### config.mk
export PLATFORM = sky130hd
export DESIGN_NAME = phy_mgmt_regs
export DESIGN_NICKNAME = d
export VERILOG_FILES = /design/src/verilog/phy_mgmt_pkg.sv /design/src/verilog/phy_mgmt_regs.sv
export VERILOG_INCLUDE_DIRS = /design/src /design/src/verilog
export SDC_FILE = /design/constraint.sdc
export NUM_CORES = 1
export LEC_CHECK = 0
export ABC_AREA = 1
export CAP_MARGIN = 15
export CORE_MARGIN = 1.5
export CORE_UTILIZATION = 45
export DETAILED_ROUTE_END_ITERATION = 8
export DONT_BUFFER_PORTS = 1
export HOLD_SLACK_MARGIN = 0.15
export PLACE_DENSITY_LB_ADDON = 0.15
export SKIP_LAST_GASP = 1
export SLEW_MARGIN = 20
export SYNTH_ARGS = -nofsm -noshare
export SYNTH_HDL_FRONTEND = slang
export SYNTH_SLANG_ARGS = --single-unit
### constraint.sdc
create_clock -name core_clk_i -period 4.4 [get_ports core_clk_i]
set_input_delay 0.22 -clock core_clk_i [delete_from_list [all_inputs] [get_ports core_clk_i]]
set_output_delay 0.22 -clock core_clk_i [all_outputs]
set_load 0.02 [all_outputs]
### src/verilog/phy_mgmt_consts.svh
`ifndef PHY_MGMT_CONSTS_SVH
`define PHY_MGMT_CONSTS_SVH
// register byte offsets
`define OFS_STATE 8'h00
`define OFS_CONTROL 8'h04
`define OFS_CAPABILITY 8'h08
`define OFS_PARTNER_LANE 8'h0c
`define OFS_LP_TIMING 8'h10
`define OFS_EXT_STATUS 8'h20
`define OFS_EXT_CONTROL 8'h24
`define OFS_EXT_CAP 8'h28
`define OFS_PARTNER_EXT_CAP 8'h2c
// fixed codes
`define LAYER_TYPE_VALUE 4'h2
`define REVERSAL_MAX 2'h2
// extended control fields and resets
`define EXT_CTRL_RESET 32'h0000_0000
`define EXT_CTRL_FIELD_MAX 3'h2
`define EXT_STAT_USED_MASK 32'h0000_03ff
`define PARTNER_EXT_MASK 32'h0000_0033
`define EXT_CAP_MASK 32'h0000_0133
`define CRC_ENABLE_RESET 1'b1
// link capability field positions
`define L0S_EXIT_LSB 12
`define L1_EXIT_LSB 15
`endif

### src/verilog/phy_mgmt_pkg.sv
package phy_mgmt_pkg;
   // operational state codes of the layer
   typedef enum logic [3:0] {
      ST_DOWN = 4'h0,
      ST_UP = 4'h1,
      ST_DOWN_RETRAIN = 4'h2,
      ST_LOW_POWER_ONE = 4'h7,
      ST_LOW_POWER_TWO = 4'h8,
      ST_LOW_POWER_THREE = 4'h9,
      ST_LOW_POWER_FOUR = 4'ha
   } op_state_e;
   // training state as reported by the link core
   typedef enum logic [2:0] {
      TR_DISABLED = 3'h0,
      TR_L0 = 3'h1,
      TR_RECOVERY = 3'h3,
      TR_L1 = 3'h2,
      TR_L2 = 3'h6,
      TR_L3 = 3'h7,
      TR_L0S = 3'h5,
      TR_OTHER = 3'h4
   } train_state_e;
endpackage : phy_mgmt_pkg

### src/verilog/phy_mgmt_regs.sv
// What this block does
// - layer type field always reads the fixed code 0x2.
// - operational state uses codes 0,1,2 and 7..A for low-power one to four.
// - previous-state field holds the state that preceded the current one.
// - retraining arc selection supports only arc one, reading zero.
// - arc two-to-four support bit and worst-case retrain time read zero.
// - frame CRC encoding enable resets to one.
// - all lane asymmetry status, enable and support fields read zero.
// - reversal support fields hold only 0..2; asymmetric-reversal bits read zero.
// - low-power-one exit latency taken from link capability L1 exit latency.
// - low-power-four exit latency taken from link capability L0s exit latency.
// - up-state low-power latency and support fields read zero.
// - extended status bit 0 is read-only extended-feature enabled flag.
// - extended status 2:1 give extended training result, none reserved.
// - extended status 5:3 give transfer generation one to five.
// - extended status 9:6 give actual transfer rate code.
// - extended control 2:0 choose third-generation rate, default 8.0.
// - extended control 5:3 choose fourth-generation rate, default 16.0.
// - extended control bit 6 enables fourth-generation local precoding.
// - extended control 8:7 govern remote precoding request, default hardware.
// - extended capability is read-only with bits 0,1,4,5,8 only.
// - partner capability holds remap bits at local positions, rest zero.
// - training states map disabled, L0, recovery, L1..L0s onto operational states.
`timescale 1ns/1ps
`default_nettype none
`include "phy_mgmt_consts.svh"
module phy_mgmt_regs
   import phy_mgmt_pkg::*;
#(
   parameter int ADDR_W = 8,
   parameter logic [31:0] EXT_CAP_VALUE = 32'h0000_0133,
   parameter logic [1:0] LOCAL_REVERSAL = 2'h1
) (
   // clock and reset
   input wire logic core_clk_i,
   input wire logic rst_i,
   // ahb-lite slave
   input wire logic hsel_i,
   input wire logic [ADDR_W-1:0] haddr_i,
   input wire logic [1:0] htrans_i,
   input wire logic hwrite_i,
   input wire logic [2:0] hsize_i,
   input wire logic [31:0] hwdata_i,
   input wire logic hready_i,
   output logic [31:0] hrdata_o,
   output logic hreadyout_o,
   output logic hresp_o,
   // link core status
   input wire logic [2:0] train_state_i,
   input wire logic [31:0] link_cap_i,
   input wire logic ext_enabled_i,
   input wire logic [1:0] ext_train_i,
   input wire logic [2:0] ext_gen_i,
   input wire logic [3:0] ext_rate_i,
   // control toward the link core
   output logic [3:0] op_state_o,
   output logic [3:0] prev_state_o,
   output logic crc_enable_o,
   output logic [2:0] gen3_rate_sel_o,
   output logic [2:0] gen4_rate_sel_o,
   output logic gen4_precode_en_o,
   output logic [1:0] remote_precode_req_o
);
   // legal selector codes are 0..2 for every 3-bit or 2-bit selector
   function automatic logic sel_legal(input logic [2:0] code);
      sel_legal = (code <= `EXT_CTRL_FIELD_MAX);
   endfunction : sel_legal

   logic [3:0] state_ff;
   logic [3:0] prev_ff;
   logic [3:0] nxt_state;
   logic crc_en_ff;
   logic [31:0] ext_ctrl_ff;
   logic [31:0] nxt_ext_ctrl;
   logic [1:0] partner_rev_ff;
   logic [31:0] partner_ext_ff;
   logic wr_pend_ff;
   logic rd_pend_ff;
   logic [ADDR_W-1:0] addr_ff;
   logic [31:0] hrdata_ff;
   logic hreadyout_ff;
   logic hresp_ff;
   logic [31:0] rd_value;
   logic take;
   logic [1:0] local_rev;

   assign take = hsel_i & htrans_i[1] & hready_i;
   // a strap of 3 is illegal, fall back to no reversal
   assign local_rev = (LOCAL_REVERSAL > `REVERSAL_MAX) ? 2'h0 : LOCAL_REVERSAL;

   // training state to operational state; unused states hold the last code
   always_comb begin
      nxt_state = state_ff;
      unique case (train_state_e'(train_state_i))
         TR_DISABLED: nxt_state = ST_DOWN;
         TR_L0: nxt_state = ST_UP;
         TR_RECOVERY: nxt_state = ST_DOWN_RETRAIN;
         TR_L1: nxt_state = ST_LOW_POWER_ONE;
         TR_L2: nxt_state = ST_LOW_POWER_TWO;
         TR_L3: nxt_state = ST_LOW_POWER_THREE;
         TR_L0S: nxt_state = ST_LOW_POWER_FOUR;
         TR_OTHER: nxt_state = state_ff;
      endcase
   end

   // current and previous state move together
   always_ff @(posedge core_clk_i or posedge rst_i) begin
      if (rst_i) begin
         state_ff <= 4'h0;
         prev_ff <= 4'h0;
      end else if (nxt_state != state_ff) begin
         state_ff <= nxt_state;
         prev_ff <= state_ff;
      end
   end

   // ahb address phase capture; reads get one wait so a write just before is seen
   always_ff @(posedge core_clk_i or posedge rst_i) begin
      if (rst_i) begin
         wr_pend_ff <= 1'b0;
         rd_pend_ff <= 1'b0;
         addr_ff <= '0;
      end else begin
         wr_pend_ff <= take & hwrite_i;
         rd_pend_ff <= take & ~hwrite_i;
         if (take) begin
            addr_ff <= haddr_i;
         end
      end
   end

   // extended control write: reserved selector codes leave the field alone
   always_comb begin
      nxt_ext_ctrl = ext_ctrl_ff;
      if (sel_legal(hwdata_i[2:0])) begin
         nxt_ext_ctrl[2:0] = hwdata_i[2:0];
      end
      if (sel_legal(hwdata_i[5:3])) begin
         nxt_ext_ctrl[5:3] = hwdata_i[5:3];
      end
      nxt_ext_ctrl[6] = hwdata_i[6];
      if (sel_legal({1'b0, hwdata_i[8:7]})) begin
         nxt_ext_ctrl[8:7] = hwdata_i[8:7];
      end
      // reserved upper bits store and read back, no output looks at them
      nxt_ext_ctrl[31:9] = hwdata_i[31:9];
   end

   // writable registers, committed in the data phase
   always_ff @(posedge core_clk_i or posedge rst_i) begin
      if (rst_i) begin
         crc_en_ff <= `CRC_ENABLE_RESET;
         ext_ctrl_ff <= `EXT_CTRL_RESET;
         partner_rev_ff <= 2'h0;
         partner_ext_ff <= 32'h0000_0000;
      end else if (wr_pend_ff) begin
         unique case (addr_ff)
            `OFS_CONTROL: crc_en_ff <= hwdata_i[0];
            `OFS_EXT_CONTROL: ext_ctrl_ff <= nxt_ext_ctrl;
            `OFS_PARTNER_LANE: begin
               if (hwdata_i[1:0] <= `REVERSAL_MAX) begin
                  partner_rev_ff <= hwdata_i[1:0];
               end
            end
            `OFS_PARTNER_EXT_CAP: partner_ext_ff <= hwdata_i & `PARTNER_EXT_MASK;
            default: ;
         endcase
      end
   end

   // read mux; fixed zero fields are spelt out so they cannot drift
   always_comb begin
      rd_value = 32'h0000_0000;
      unique case (addr_ff)
         `OFS_STATE: rd_value = {16'h0000, prev_ff, state_ff, 4'h0, `LAYER_TYPE_VALUE};
         // bits 3:1 retrain arc, bit 4 asymmetry enable, both fixed zero
         `OFS_CONTROL: rd_value = {27'h0, 1'b0, 3'h0, crc_en_ff};
         // bit0 arc 2-4, 15:8 retrain time, 17:16 reversal, 18/19 asym, 20/21 up-lp
         `OFS_CAPABILITY: rd_value = {10'h0, 2'h0, 2'h0, local_rev, 8'h00, 7'h0, 1'b0};
         `OFS_PARTNER_LANE: rd_value = {30'h0, partner_rev_ff};
         `OFS_LP_TIMING: rd_value = {26'h0, link_cap_i[`L0S_EXIT_LSB +: 3],
                                     link_cap_i[`L1_EXIT_LSB +: 3]};
         `OFS_EXT_STATUS: rd_value = {22'h0, ext_rate_i, ext_gen_i, ext_train_i,
                                      ext_enabled_i};
         `OFS_EXT_CONTROL: rd_value = ext_ctrl_ff;
         `OFS_EXT_CAP: rd_value = EXT_CAP_VALUE & `EXT_CAP_MASK;
         `OFS_PARTNER_EXT_CAP: rd_value = partner_ext_ff;
         default: rd_value = 32'h0000_0000;
      endcase
   end

   // read data and wait state; response is always okay
   always_ff @(posedge core_clk_i or posedge rst_i) begin
      if (rst_i) begin
         hrdata_ff <= 32'h0000_0000;
         hreadyout_ff <= 1'b1;
         hresp_ff <= 1'b0;
      end else begin
         hresp_ff <= 1'b0;
         hreadyout_ff <= ~(take & ~hwrite_i);
         if (rd_pend_ff) begin
            hrdata_ff <= rd_value;
         end
      end
   end

   // every output straight from a flip-flop
   assign hrdata_o = hrdata_ff;
   assign hreadyout_o = hreadyout_ff;
   assign hresp_o = hresp_ff;
   assign op_state_o = state_ff;
   assign prev_state_o = prev_ff;
   assign crc_enable_o = crc_en_ff;
   assign gen3_rate_sel_o = ext_ctrl_ff[2:0];
   assign gen4_rate_sel_o = ext_ctrl_ff[5:3];
   assign gen4_precode_en_o = ext_ctrl_ff[6];
   assign remote_precode_req_o = ext_ctrl_ff[8:7];
endmodule : phy_mgmt_regs
`default_nettype wire

Yosys cells after proc, flatten, opt, wreduce, memory -nomap -nowiden
Index checks and enable logic that the tools add are counted.

Memory bits (read-only): 0. Bits in registers: 90. RAM bits: 0. Memories kept: 0. Latch bits: 0. Word-level logic and storage cells: 51. Input bits: 95.

Eq/ne operators: 16. Reduce and logical (&&, ||, !) cells: 9. Div/mod/pow operators: 0. Bitwise logic cells: 6. Mux-type cells: 2. Add/subtract/negate cells: 0. $lt $le $gt $ge: 4. $mul: 0. Shifts and indexed selects: 0.

Operators with widths (number): case mux 32 bit (9 select lines) (1); equality test 8 x 6 -> 1 bit (second input constant) (4); case mux 4 bit (8 select lines) (1); equality test 8 x 4 -> 1 bit (second input constant) (2); equality test 3 bit (second input constant) (4); AND reduction 3 bit (4); equality test 8 x 3 -> 1 bit (second input constant) (1); equality test 8 x 5 -> 1 bit (second input constant) (1); logical NOT 8 bit (1); equality test 3 x 2 -> 1 bit (second input constant) (2); <= comparator 3 x 2 -> 1 bit (second input constant) (2); AND reduction 2 bit (3); bitwise AND 1 bit (4); <= comparator 2 bit (second input constant) (2); inequality test 4 bit (1); equality test 3 x 1 -> 1 bit (second input constant) (1); logical NOT 3 bit (1); NOT 1 bit (2).

Logic depth before layout (Yosys ltp)
Gate-level depths: netlist (run 1).

Word-level depth: 4. Gate-level depth with buffers: 10.

Worst setup path after synthesis (run 1)
OpenSTA, ideal clock, no wires.

Kind: register -> register. Start point: register addr_ff[0]. End point: register ext_ctrl_ff[7]. Library setup time: 0.119 ns. Cell stages (with the launch flop): 9. Slack: 3.065 ns. Data required time: 4.281 ns. Arrival time: 1.216 ns. Cell sequence: dfrtp_1 > inv_1 > nand2_4 > nor2_4 > nand2_2 > clkinv_2 > nand2_4 > or2_1 > o21a_1.

Longest elaborated chain between the ends: 2.

Ends and longest elaborated chain: start, declared (line phy_mgmt_regs.sv:79) `logic [ADDR_W-1:0] addr_ff;`; start signal, assigned (line phy_mgmt_regs.sv:127) `addr_ff <= haddr_i;`; equality test 8 x 6 -> 1 bit (line phy_mgmt_regs.sv:157) `unique case (addr_ff)`; AND reduction 3 bit (no line); end signal, assigned (line phy_mgmt_regs.sv:153) `` ext_ctrl_ff <= `EXT_CTRL_RESET; ``; end signal, assigned (line phy_mgmt_regs.sv:159) `` `OFS_EXT_CONTROL: ext_ctrl_ff <= nxt_ext_ctrl; ``; end, declared (line phy_mgmt_regs.sv:73) `logic [31:0] ext_ctrl_ff;`.

No other way between the ends. A chain may end at the register's enable or synchronous reset.

Worst setup path after layout (run 1)
Start point: register addr_ff[6]. End point: register ext_ctrl_ff[8].

The elaborated chain is that of the path after synthesis.

==> impl_results.md, run 1 <==
- Status: finished clean
- Max IR drop VDD: 0.0001245 V
- Critical Path Start Type: flop
- TritonCTS clock tree: built
- Vias: 3368
- Critical path class: flop to flop
- CP endpoint kind: flop
- Largest net degree at the start of global routing: 50
- CP Max Fanout: 20
- Fin. max-slew vios: 0
- Commonest cells post-synth: 174 x nand2_1, 88 x dfrtp_1, 50 x nand3_1
- Worst r2r dst: ext_ctrl_ff[8]$_DFFE_PP0P_
- Die height: 99.05 um
- CTS clk-pin slew, worst paths: 100 ps
- IO Pins: 147
- Drt wl/cell: 15.47 um
- Power Density: 346.7 mW/mm2
- Post-synth cell types: 33
- Number of global-route vias before repair: 3343
- Hold depth: 4
- Max clock buf depth: 2
- RSZ-0062 raised after global routing: false
- Final Non-Filler Cells: 665
- Die width: 99.05 um
- Starting density of the core: 0.4692
- Hold Path Class: input port to flop
- # setup viols final: 0
- Design area: 0.004959 mm2
- Diode count: 0
- Slew HR: 0.4205
- EDFF count, synth: 0
- Synthesized netlist net count: 596
- Final period utilization: 0.6339
- Most used DFF post-synth: dfrtp_1
- GR Overflow Total: 0
- Layout area overhead: 19.44%
- Final Power: 1.719 mW
- # nets final: 647
- Crit path required time: 4690 ps
- Final hold violations: 0
- First DRT Iteration DRCs: 141
- Routed wire length: 10290 um
- Global-route wire length before repair: 16990 um
- Area contributors post-synth: dfrtp_1 53%, nand2_1 16%, nand3_1 6.0%
- Reg-to-reg setup timing slack: 1610 ps
- Yosys top cell by area: dfrtp_1
- Antenna Violating Nets Remaining: 0
- Worst R2R Start: addr_ff[6]$_DFFE_PP0P_
- Ys async rst share: 1.000
- First-pass detailed-route iteration total: 5
- Yosys warnings: 0
- Detailed Place HPWL: 6895 um
- Routability cong.: 0.7778
- Worst-margin pin slew: 869.3 ps
- Drt drc: 0
- Max layer used: met4
- Setup TNS: 0 ps
- Post-synthesis instance area: 0.004151 mm2
- Hold Crit Endpoint: op_state_o[1]$_DFFE_PP0P_
- Die ar.: 0.009811 mm2
- Area share of the largest cell type after synthesis: 0.5304
- Placement Rows: 34
- H-tree depth: 3
- Port bufs: 0
- Fin crit period: 2789 ps
- Clock insertion delay at the later pin of the skew report: 360 ps
- Vias per cell: 5.065
- Layout cells sized above 1: 0.07181
- Antenna violations before repair: 0
- Met2 WL: 4796 um
- DR WL met3: 594 um
- Sequential-to-total area share from yosys stat: 0.5431
- Arrival time worst endpoint: 3080 ps
- Worst r2r path cells: 9
- CTS buffer count: 9
- Placed insts: 585
- WL met1: 4714 um
- Post-Synthesis Cells: 501
- Crit path from: addr_ff[6]$_DFFE_PP0P_
- Clock skew: 10.76 ps
- CTS root buffer: clkbuf_8
- Peak Freq: 358.5 MHz
- Avg Cell Area, Syn: 8.286 um2
- Worst hold start: train_state_i[1]
- #FFs+latches synth: 90
- Gr usage total: 0.2210
- Clk sink count: 90
- Leakage: 2.501 nW
- Placed inst area: 0.004131 mm2
- Most frequent cell after synthesis: nand2_1
- Max cap viols: 0
- Core box area: 0.008848 mm2
## critical path: stages (launching register included)
cell and delay [ps]:
dfrtp_1 380, inv_1 70, nand2_1 120, nor2_4 350, nand2_2 380, clkinv_2 320
nand2_4 160, or2_1 270, a21oi_2 110, dlygate4sd3_1 550
## cell type report
class / instances / area (um2)
clock buffers: 10 / 137.6
multi-input cells: 330 / 1511
clock inverters: 6 / 48.80
fillers: 837 / 3890
repair buffers: 67 / 663.1
inverters: 54 / 207.7
flip-flops and latches: 90 / 2255
well taps: 108 / 135.1
## state kept, by name, indices dropped and copies added, names as in the netlist
register        count
ext_ctrl_ff        32
partner_ext_ff      4
hreadyout_o         1
op_state_o          4
rd_pend_ff          1
hrdata_o           32
partner_rev_ff      2
prev_state_o        4
crc_enable_o        1
wr_pend_ff          1
addr_ff             8
## timing repair
item | in CTS | in global routing
hold buffers | 64 | 0
hold endpoints to repair | 108 | 0
gates resized for setup | 0 | 0
setup buffers | 0 | 0
## placed cells by master (no fill, tap or decap)
master         netlist  routed
nand3_1             50      50
dfstp_2              2       2
a21oi_1              3       3
o21a_1               1       1
nand3_2              1       1
clkbuf_8             0      10
clkinv_4             0       2
a21oi_2              1       1
nor2_1              23      23
nor2_4               4       4
o22ai_1              2       2
o21ai_0             45      45
dlygate4sd3_1        0      64
dfrtp_1             88      88
inv_1               47      46
o21ai_1              3       3
or2_1                1       1
clkinv_2             1       3
nand3b_1             2       2
nand2_1            174     174
nand2_2              2       2
nor3_1               1       1
buf_4               11       3
inv_4                1       1
o31ai_1             11      11
inv_6                0       3
conb_1               1       1
clkinv_1             1       1
inv_2                4       4
nand3_4              1       1
and2_1               1       1
mux2_2               1       1
nand2_4              2       2
## layer usage
layer  vias to the layer above  global-route usage
met4                         0             0.07151
met5                         -                   0
li1                       1675                   -
met2                       111              0.3565
met1                      1569              0.2973
met3                        13             0.05106
## how the worst max path moves through the flow
stage          depth (start not counted)  slack [ps]                          end
3_5_place_dp                           8        2000  ext_ctrl_ff[26]$_DFFE_PP0P_
2_1_floorplan                          1        1850       addr_ff[0]$_DFFE_PP0P_
6_report                               9        1610   ext_ctrl_ff[8]$_DFFE_PP0P_
5_1_grt                                9        1390   ext_ctrl_ff[8]$_DFFE_PP0P_
3_3_place_gp                           8        2060  ext_ctrl_ff[20]$_DFFE_PP0P_
4_1_cts                                9        1620   ext_ctrl_ff[8]$_DFFE_PP0P_
## where the power goes
part / total (mW) / internal (mW) / switching [mW]
sequential: 0.960 / 0.883 / 0.0774
combinational: 0.219 / 0.0833 / 0.135
clock: 0.541 / 0.228 / 0.312
total: 1.72 / 1.19 / 0.525
## kinds of logic (layout without fill, tap and decap cells)
kind of cell / after synthesis / after routing / synth area share
buffers and inverters: 81 / 137 / 0.09282
muxes: 1 / 1 / 0.002712
other: 1 / 1 / 0.0009033
AOI/OAI and AO/OA: 66 / 66 / 0.08831
DFF: 90 / 90 / 0.5431
and+or+nand+nor: 262 / 262 / 0.2722
## metrics by stage
| step | setup WS (ps) | util | hold slack, ps |
|---|---|---|---|
| final | 1611 | 0.5604 | 175.6 |
| after global routing | 1391 | 0.5604 | 199.5 |
| after CTS | 1618 | 0.5604 | 159.2 |
| after detailed placement | 1998 | 0.4669 | 298.5 |
| after global placement | 2058 | 0.4669 | 298.8 |
| after floorplan | 1848 | - | 297.8 |
Note: power is estimated with default switching activity, not from simulation.
==> run 2: changes to the inputs <==
- clock period: 4.4 -> 2.5 ns (I/O delays scaled with it)
==> run 2 against run 1 <==
Clock-buffer cell count unchanged. Register-to-register slack got worse by 1300 ps. Utilization increased by 0.72 points. Sequential share of layout area decreased by 0.58 points. Sequential cell count unchanged. First-iteration DRC count decreased by 15%. Cell area increased by 1.3%. Routed wire length decreased by 2.3%. Final cell count increased by 1.4%. Worst setup slack got worse by 1300 ps. Largest power group unchanged. Highest routed layer unchanged.
==> impl_results.md, run 2 (same netlist as run 1, synthesis figures left out) <==
- Placed insts: 589 (+0.68%)
- Core box area: 0.008848 mm2 (unchanged)
- Die ar.: 0.009811 mm2 (unchanged)
- Largest net degree at the start of global routing: 46 (-8.0%)
- Vias per cell: 5.022 (-0.84%)
- Antenna Violating Nets Remaining: 0 (unchanged)
- CTS buffer count: 9 (unchanged)
- Drt wl/cell: 14.90 um (-3.6%)
- Hold Slack: 176.6 ps (+0.9940 ps)
- Leakage: 2.526 nW (+1.0%)
- TritonCTS clock tree: built
- Slowest CP cell: dlygate4sd3_1
- Post CTS Setup Buffer Count: 0 (unchanged)
- Most frequent cells in the layout: 174 x nand2_1, 88 x dfrtp_1, 69 x dlygate4sd3_1, 50 x nand3_1, 46 x inv_1
- Die width: 99.05 um (unchanged)
- CTS clk-pin slew, worst paths: 90 ps (about the same)
- Fillers: 839 (+0.24%)
- Finished Core Util: 0.5676 (+0.007211)
- Drt drc: 0 (unchanged)
- Gr usage total: 0.2178 (-0.003231)
- Resized Gates After CTS: 0 (unchanged)
- Max clock buf depth: 2 (unchanged)
- Routed wire length: 10050 um (-2.3%)
- Worst-margin pin slew: 578.9 ps (-290.4 ps)
- Top delay family on crit path: buffers and inverters
- H-tree depth: 3 (unchanged)
- Status: finished clean
- Arrival time worst endpoint: 2450 ps (-630 ps)
- # nets final: 656 (+1.4%)
- Fin crit period: 2160 ps (-628.7 ps)
- RSZ-0062 raised after global routing: false
- CP peak stage delay: 540 ps (about the same)
- Peak Freq: 462.9 MHz (+29%)
- Fin. max-slew vios: 0 (unchanged)
- CP endpoint kind: flop
- Clock insertion delay at the later pin of the skew report: 350 ps (about the same)
- Max cap viols: 0 (unchanged)
- Vias: 3385 (+0.50%)
- Layout area overhead: 20.98%
- Clk sink count: 90 (unchanged)
- CTS root buffer: clkbuf_8
- Final period utilization: 0.8642 (+0.2303)
- Most common cell after layout, fill and taps aside: nand2_1
- GR Overflow Total: 0 (unchanged)
- Most used cell, CP: nand2_4
- Die height: 99.05 um (unchanged)
- # setup viols final: 0 (unchanged)
- Hold_buf cts: 69 (+7.8%)
- Critical Path Start Type: flop
- Port bufs: 0 (unchanged)
- First-pass detailed-route iteration total: 4 (-1)
- Cells along the critical path: inv_1, nand2_4, nor2_4, nand2_2, clkinv_2, nand2_4, or2_1, a21oi_2, dlygate4sd3_1
- Slew HR: 0.6141 (+0.1936)
- Setup TNS: 0 ps (unchanged)
- Worst Path Buf+Inv: 3 (unchanged)
- CP Max Fanout: 12 (-40%)
- Final hold violations: 0 (unchanged)
- Antenna violations before repair: 0 (unchanged)
- Diode count: 0 (unchanged)
- Layout cells sized above 1: 0.07597 (+0.004158)
- Clock skew: 11.77 ps (+1.010 ps)
- Power Density: 591.8 mW/mm2 (+71%)
- Detailed Place HPWL: 6849 um (-0.67%)
- Global-route wire length before repair: 16780 um (-1.3%)
- Starting density of the core: 0.4692 (unchanged)
- Placement Rows: 34 (unchanged)
- Final Non-Filler Cells: 674 (+1.4%)
- Critical path class: flop to flop
- IO Pins: 147 (unchanged)
- First DRT Iteration DRCs: 120 (-15%)
- Max IR drop VDD: 0.0002455 V (+97%)
- Hold Path Class: input port to flop
- Routability cong.: 0.8154 (+4.8%)
- Number of global-route vias before repair: 3350 (+0.21%)
- Crit path required time: 2790 ps (-1900 ps)
-- run 2: cell types whose count changed in the layout (fill, tap and decap cells not counted), sizes merged --
cell	delta
dlygate4sd3	+5
clkinvlp	+2
inv	-2
buf	+4
-- run 2: cell type report --
type,instances,area (um2),share of cell area
clock buffers,10,127.6,0.02541
clock inverters,6,42.54,0.008470
well taps,108,135.1,0.02691
inverters,54,207.7,0.04136
repair buffers,76,743.2,0.1480
flip-flops and latches,90,2255,0.4489
multi-input cells,330,1511,0.3009
-- run 2: per-stage QoR --
stage	power (mW)	instance area (um2)	worst slack (ps)
5_1_grt	3.122	5022	145.5
6_report	2.972	5022	339.6
3_5_place_dp	2.031	4161	675.6
4_1_cts	3.016	5022	297.8
2_1_floorplan	1.945	4151	43.05
3_3_place_gp	2.022	4161	705.0
-- run 2: final timing paths --
check / from / endpoint / slack [ps] / cells after the start
setup / recovery: addr_ff[0]$_DFFE_PP0P_ / ext_ctrl_ff[8]$_DFFE_PP0P_ / 340 / 9
hold / removal: train_state_i[1] / prev_state_o[2]$_DFFE_PP0P_ / 180 / 5
setup reg to reg: addr_ff[0]$_DFFE_PP0P_ / ext_ctrl_ff[8]$_DFFE_PP0P_ / 340 / 9
hold reg to reg: ext_ctrl_ff[31]$_DFFE_PP0P_ / ext_ctrl_ff[31]$_DFFE_PP0P_ / 490 / 2
max in group asynchronous: rst_i / ext_ctrl_ff[3]$_DFFE_PP0P_ / 1710 / 3
min in group asynchronous: rst_i / hrdata_o[20]$_DFFE_PP0P_ / 360 / 3
-- run 2: metal layers --
layer	global-route usage	vias up	share of wire
met1	0.2966	1577	0.46
li1	-	1696	-
met2	0.3485	102	0.47
met4	0.07584	0	0.013
met3	0.04539	10	0.054
met5	0	-	0
-- run 2: worst reg2reg max path: cells and delay by family (launching register included) --
kind	cells	cell delay [ps]
buf+inv	3	830
simple gates	5	760
flops	1	400
compound gates	1	110
-- run 2: where the power goes --
group	total [mW]	internal [mW]	switching [mW]
clock	0.886	0.364	0.523
sequential	1.69	1.55	0.135
combinational	0.398	0.159	0.238
total	2.97	2.08	0.896
==> run 3: changes to the inputs <==
- CORE_UTILIZATION: 45 -> 57
- CTS_CLUSTER_SIZE: default -> 8
==> run 3 against run 2 <==
Die area decreased by 20%. Fmax decreased by 5.1%. Register-to-register slack got worse by 120 ps. Via count increased by 6.4%. Final cell count decreased by 1.8%. Sequential power about the same. Critical path type unchanged. Critical endpoint is now hrdata_o[2]$_DFFE_PP0P_.
==> impl_results.md, run 3 (same netlist as run 1, synthesis figures left out) <==
- Hold Path Class: input port to flop
- Clk sink count: 90 (unchanged)
- Worst R2R Start: addr_ff[2]$_DFFE_PP0P_
- Antenna violations before repair: 0 (unchanged)
- Placement Rows: 30 (-12%)
- Diode count: 0 (unchanged)
- CTS root buffer: clkbuf_8
- Global-route wire length before repair: 16500 um (-1.7%)
- # nets final: 656 (unchanged)
- Placed inst area: 0.004151 mm2 (-0.24%)
- Core box area: 0.006907 mm2 (-22%)
- GR Overflow Total: 0 (unchanged)
- First DRT Iteration DRCs: 216 (+80%)
- Gr usage total: 0.2811 (+0.06334)
- CTS clk-pin slew, worst paths: 90 ps (about the same)
- Max clock buf depth: 2 (unchanged)
- Status: finished clean
- Worst hold start: train_state_i[1]
- Critical Path Start Type: flop
- Worst-margin pin slew: 592.7 ps (+13.81 ps)
- Layout cells sized above 1: 0.07597 (unchanged)
- Clock insertion delay at the later pin of the skew report: 370 ps (+20 ps)
- RSZ-0062 raised after global routing: false
- Worst r2r path cells: 9 (unchanged)
- Worst r2r dst: hrdata_o[2]$_DFFE_PP0P_
- Fillers: 538 (-36%)
- Slew HR: 0.6044 (-0.009663)
- Routed wire length: 10530 um (+4.8%)
- Layout area overhead: 21.70%
- Finished Core Util: 0.7315 (+0.1639)
- Routability cong.: 0.8249 (+1.2%)
- Post CTS Setup Buffer Count: 0 (unchanged)
- Final period utilization: 0.9110 (+0.04685)
- Fin crit period: 2278 ps (+117.1 ps)
- IO Pins: 147 (unchanged)
- Fin. max-slew vios: 0 (unchanged)
- Power Density: 617.0 mW/mm2 (+4.3%)
- Max cap viols: 0 (unchanged)
- Die ar.: 0.007804 mm2 (-20%)
- Largest net degree at the start of global routing: 58 (+26%)
- Number of global-route vias before repair: 3453 (+3.1%)
- Detailed Place HPWL: 6647 um (-3.0%)
- Most common cell after layout, fill and taps aside: nand2_1
- Critical path class: flop to flop
- Drt wl/cell: 15.90 um (+6.7%)
- Design area: 0.005052 mm2 (+0.60%)
- Port bufs: 0 (unchanged)
- Leakage: 2.546 nW (+0.80%)
- First-pass detailed-route iteration total: 5 (+1)
- Vias: 3601 (+6.4%)
- TritonCTS clock tree: built
- Die height: 88.34 um (-11%)
- Crit path required time: 2800 ps (about the same)
- Most frequent cells in the layout: 174 x nand2_1, 88 x dfrtp_1, 70 x dlygate4sd3_1, 50 x nand3_1, 46 x inv_1
- CP Max Fanout: 17 (+5)
- Die width: 88.34 um (-11%)
- Setup TNS: 0 ps (unchanged)
- Max IR drop VDD: 0.0003231 V (+32%)
- Vias per cell: 5.440 (+8.3%)
- Peak Freq: 439.1 MHz (-5.1%)
- Antenna Violating Nets Remaining: 0 (unchanged)
- Drt drc: 0 (unchanged)
- Starting density of the core: 0.6011 (+0.1319)
- CTS buffer count: 9 (unchanged)
- Reg-to-reg setup timing slack: 220 ps (-120 ps)
- # setup viols final: 0 (unchanged)
- Clock skew: 12.45 ps (+0.6830 ps)
- Arrival time worst endpoint: 2580 ps (+130 ps)
- CP endpoint kind: flop
- H-tree depth: 3 (unchanged)
- Hold Crit Endpoint: prev_state_o[2]$_DFFE_PP0P_
- Hold depth: 5 (unchanged)
- Final hold violations: 0 (unchanged)
[run 3: how the worst max path moves through the flow]
stage                      startpoint                           to  slack [ps]  cells after the start
6_report       addr_ff[2]$_DFFE_PP0P_      hrdata_o[2]$_DFFE_PP0P_         220                      9
4_1_cts        addr_ff[0]$_DFFE_PP0P_      hrdata_o[2]$_DFFE_PP0P_         270                      9
3_3_place_gp   addr_ff[0]$_DFFE_PP0P_  ext_ctrl_ff[22]$_DFFE_PP0P_         750                      8
5_1_grt        addr_ff[0]$_DFFE_PP0P_      hrdata_o[3]$_DFFE_PP0P_         110                      9
2_1_floorplan                   rst_i       addr_ff[0]$_DFFE_PP0P_          40                      1
3_5_place_dp   addr_ff[0]$_DFFE_PP0P_  ext_ctrl_ff[22]$_DFFE_PP0P_         690                      8
[run 3: metal layers]
layer,GRT usage,vias to the layer above,wire (um)
met3,0.07276,29,756
met5,0,-,0
met1,0.3522,1719,4450
met2,0.4643,154,4974
li1,-,1699,-
met4,0.1207,0,344
[run 3: area by class of cell]
type                       count  area [um2]  area share
sequential                    90        2255      0.4463
tap                           96       120.1     0.02377
multi-input combinational    330        1511      0.2992
clock buffer                   9       123.9     0.02452
timing repair buffer          76       758.2      0.1501
inverter                      54       207.7     0.04111
clock inverter                 7       76.32     0.01511
[run 3: timing repair]
action,CTS,global route
resized for setup,0,0
endpoints found under the hold margin,97,0
hold buffers,70,0
[run 3: critical path: stages, from the launching register on]
cell	delay, ps
dfrtp_1	430
inv_1	90
nand2_1	90
nor2_4	330
and2_1	390
nand2_1	100
nand3_1	90
dlygate4sd3_1	570
nand2_1	60
nand2_1	60
[run 3: through the flow]
stage / power, mW / cells / hold WS [ps] / worst slack [ps]
3_5_place_dp: 2.033 / 576 / 94.31 / 691.6
2_1_floorplan: 1.945 / 501 / 202.8 / 43.05
5_1_grt: 3.254 / 662 / 196.9 / 107.7
4_1_cts: 3.118 / 662 / 155.2 / 268.3
6_report: 3.117 / 662 / 192.3 / 222.4
3_3_place_gp: 2.017 / 576 / 91.97 / 748.0
[run 3: power by group]
group          switching [mW]  internal, mW  leakage [nW]
Sequential              0.138          1.55          1.08
Combinational           0.247         0.161          1.37
Clock                   0.549         0.469        0.0962
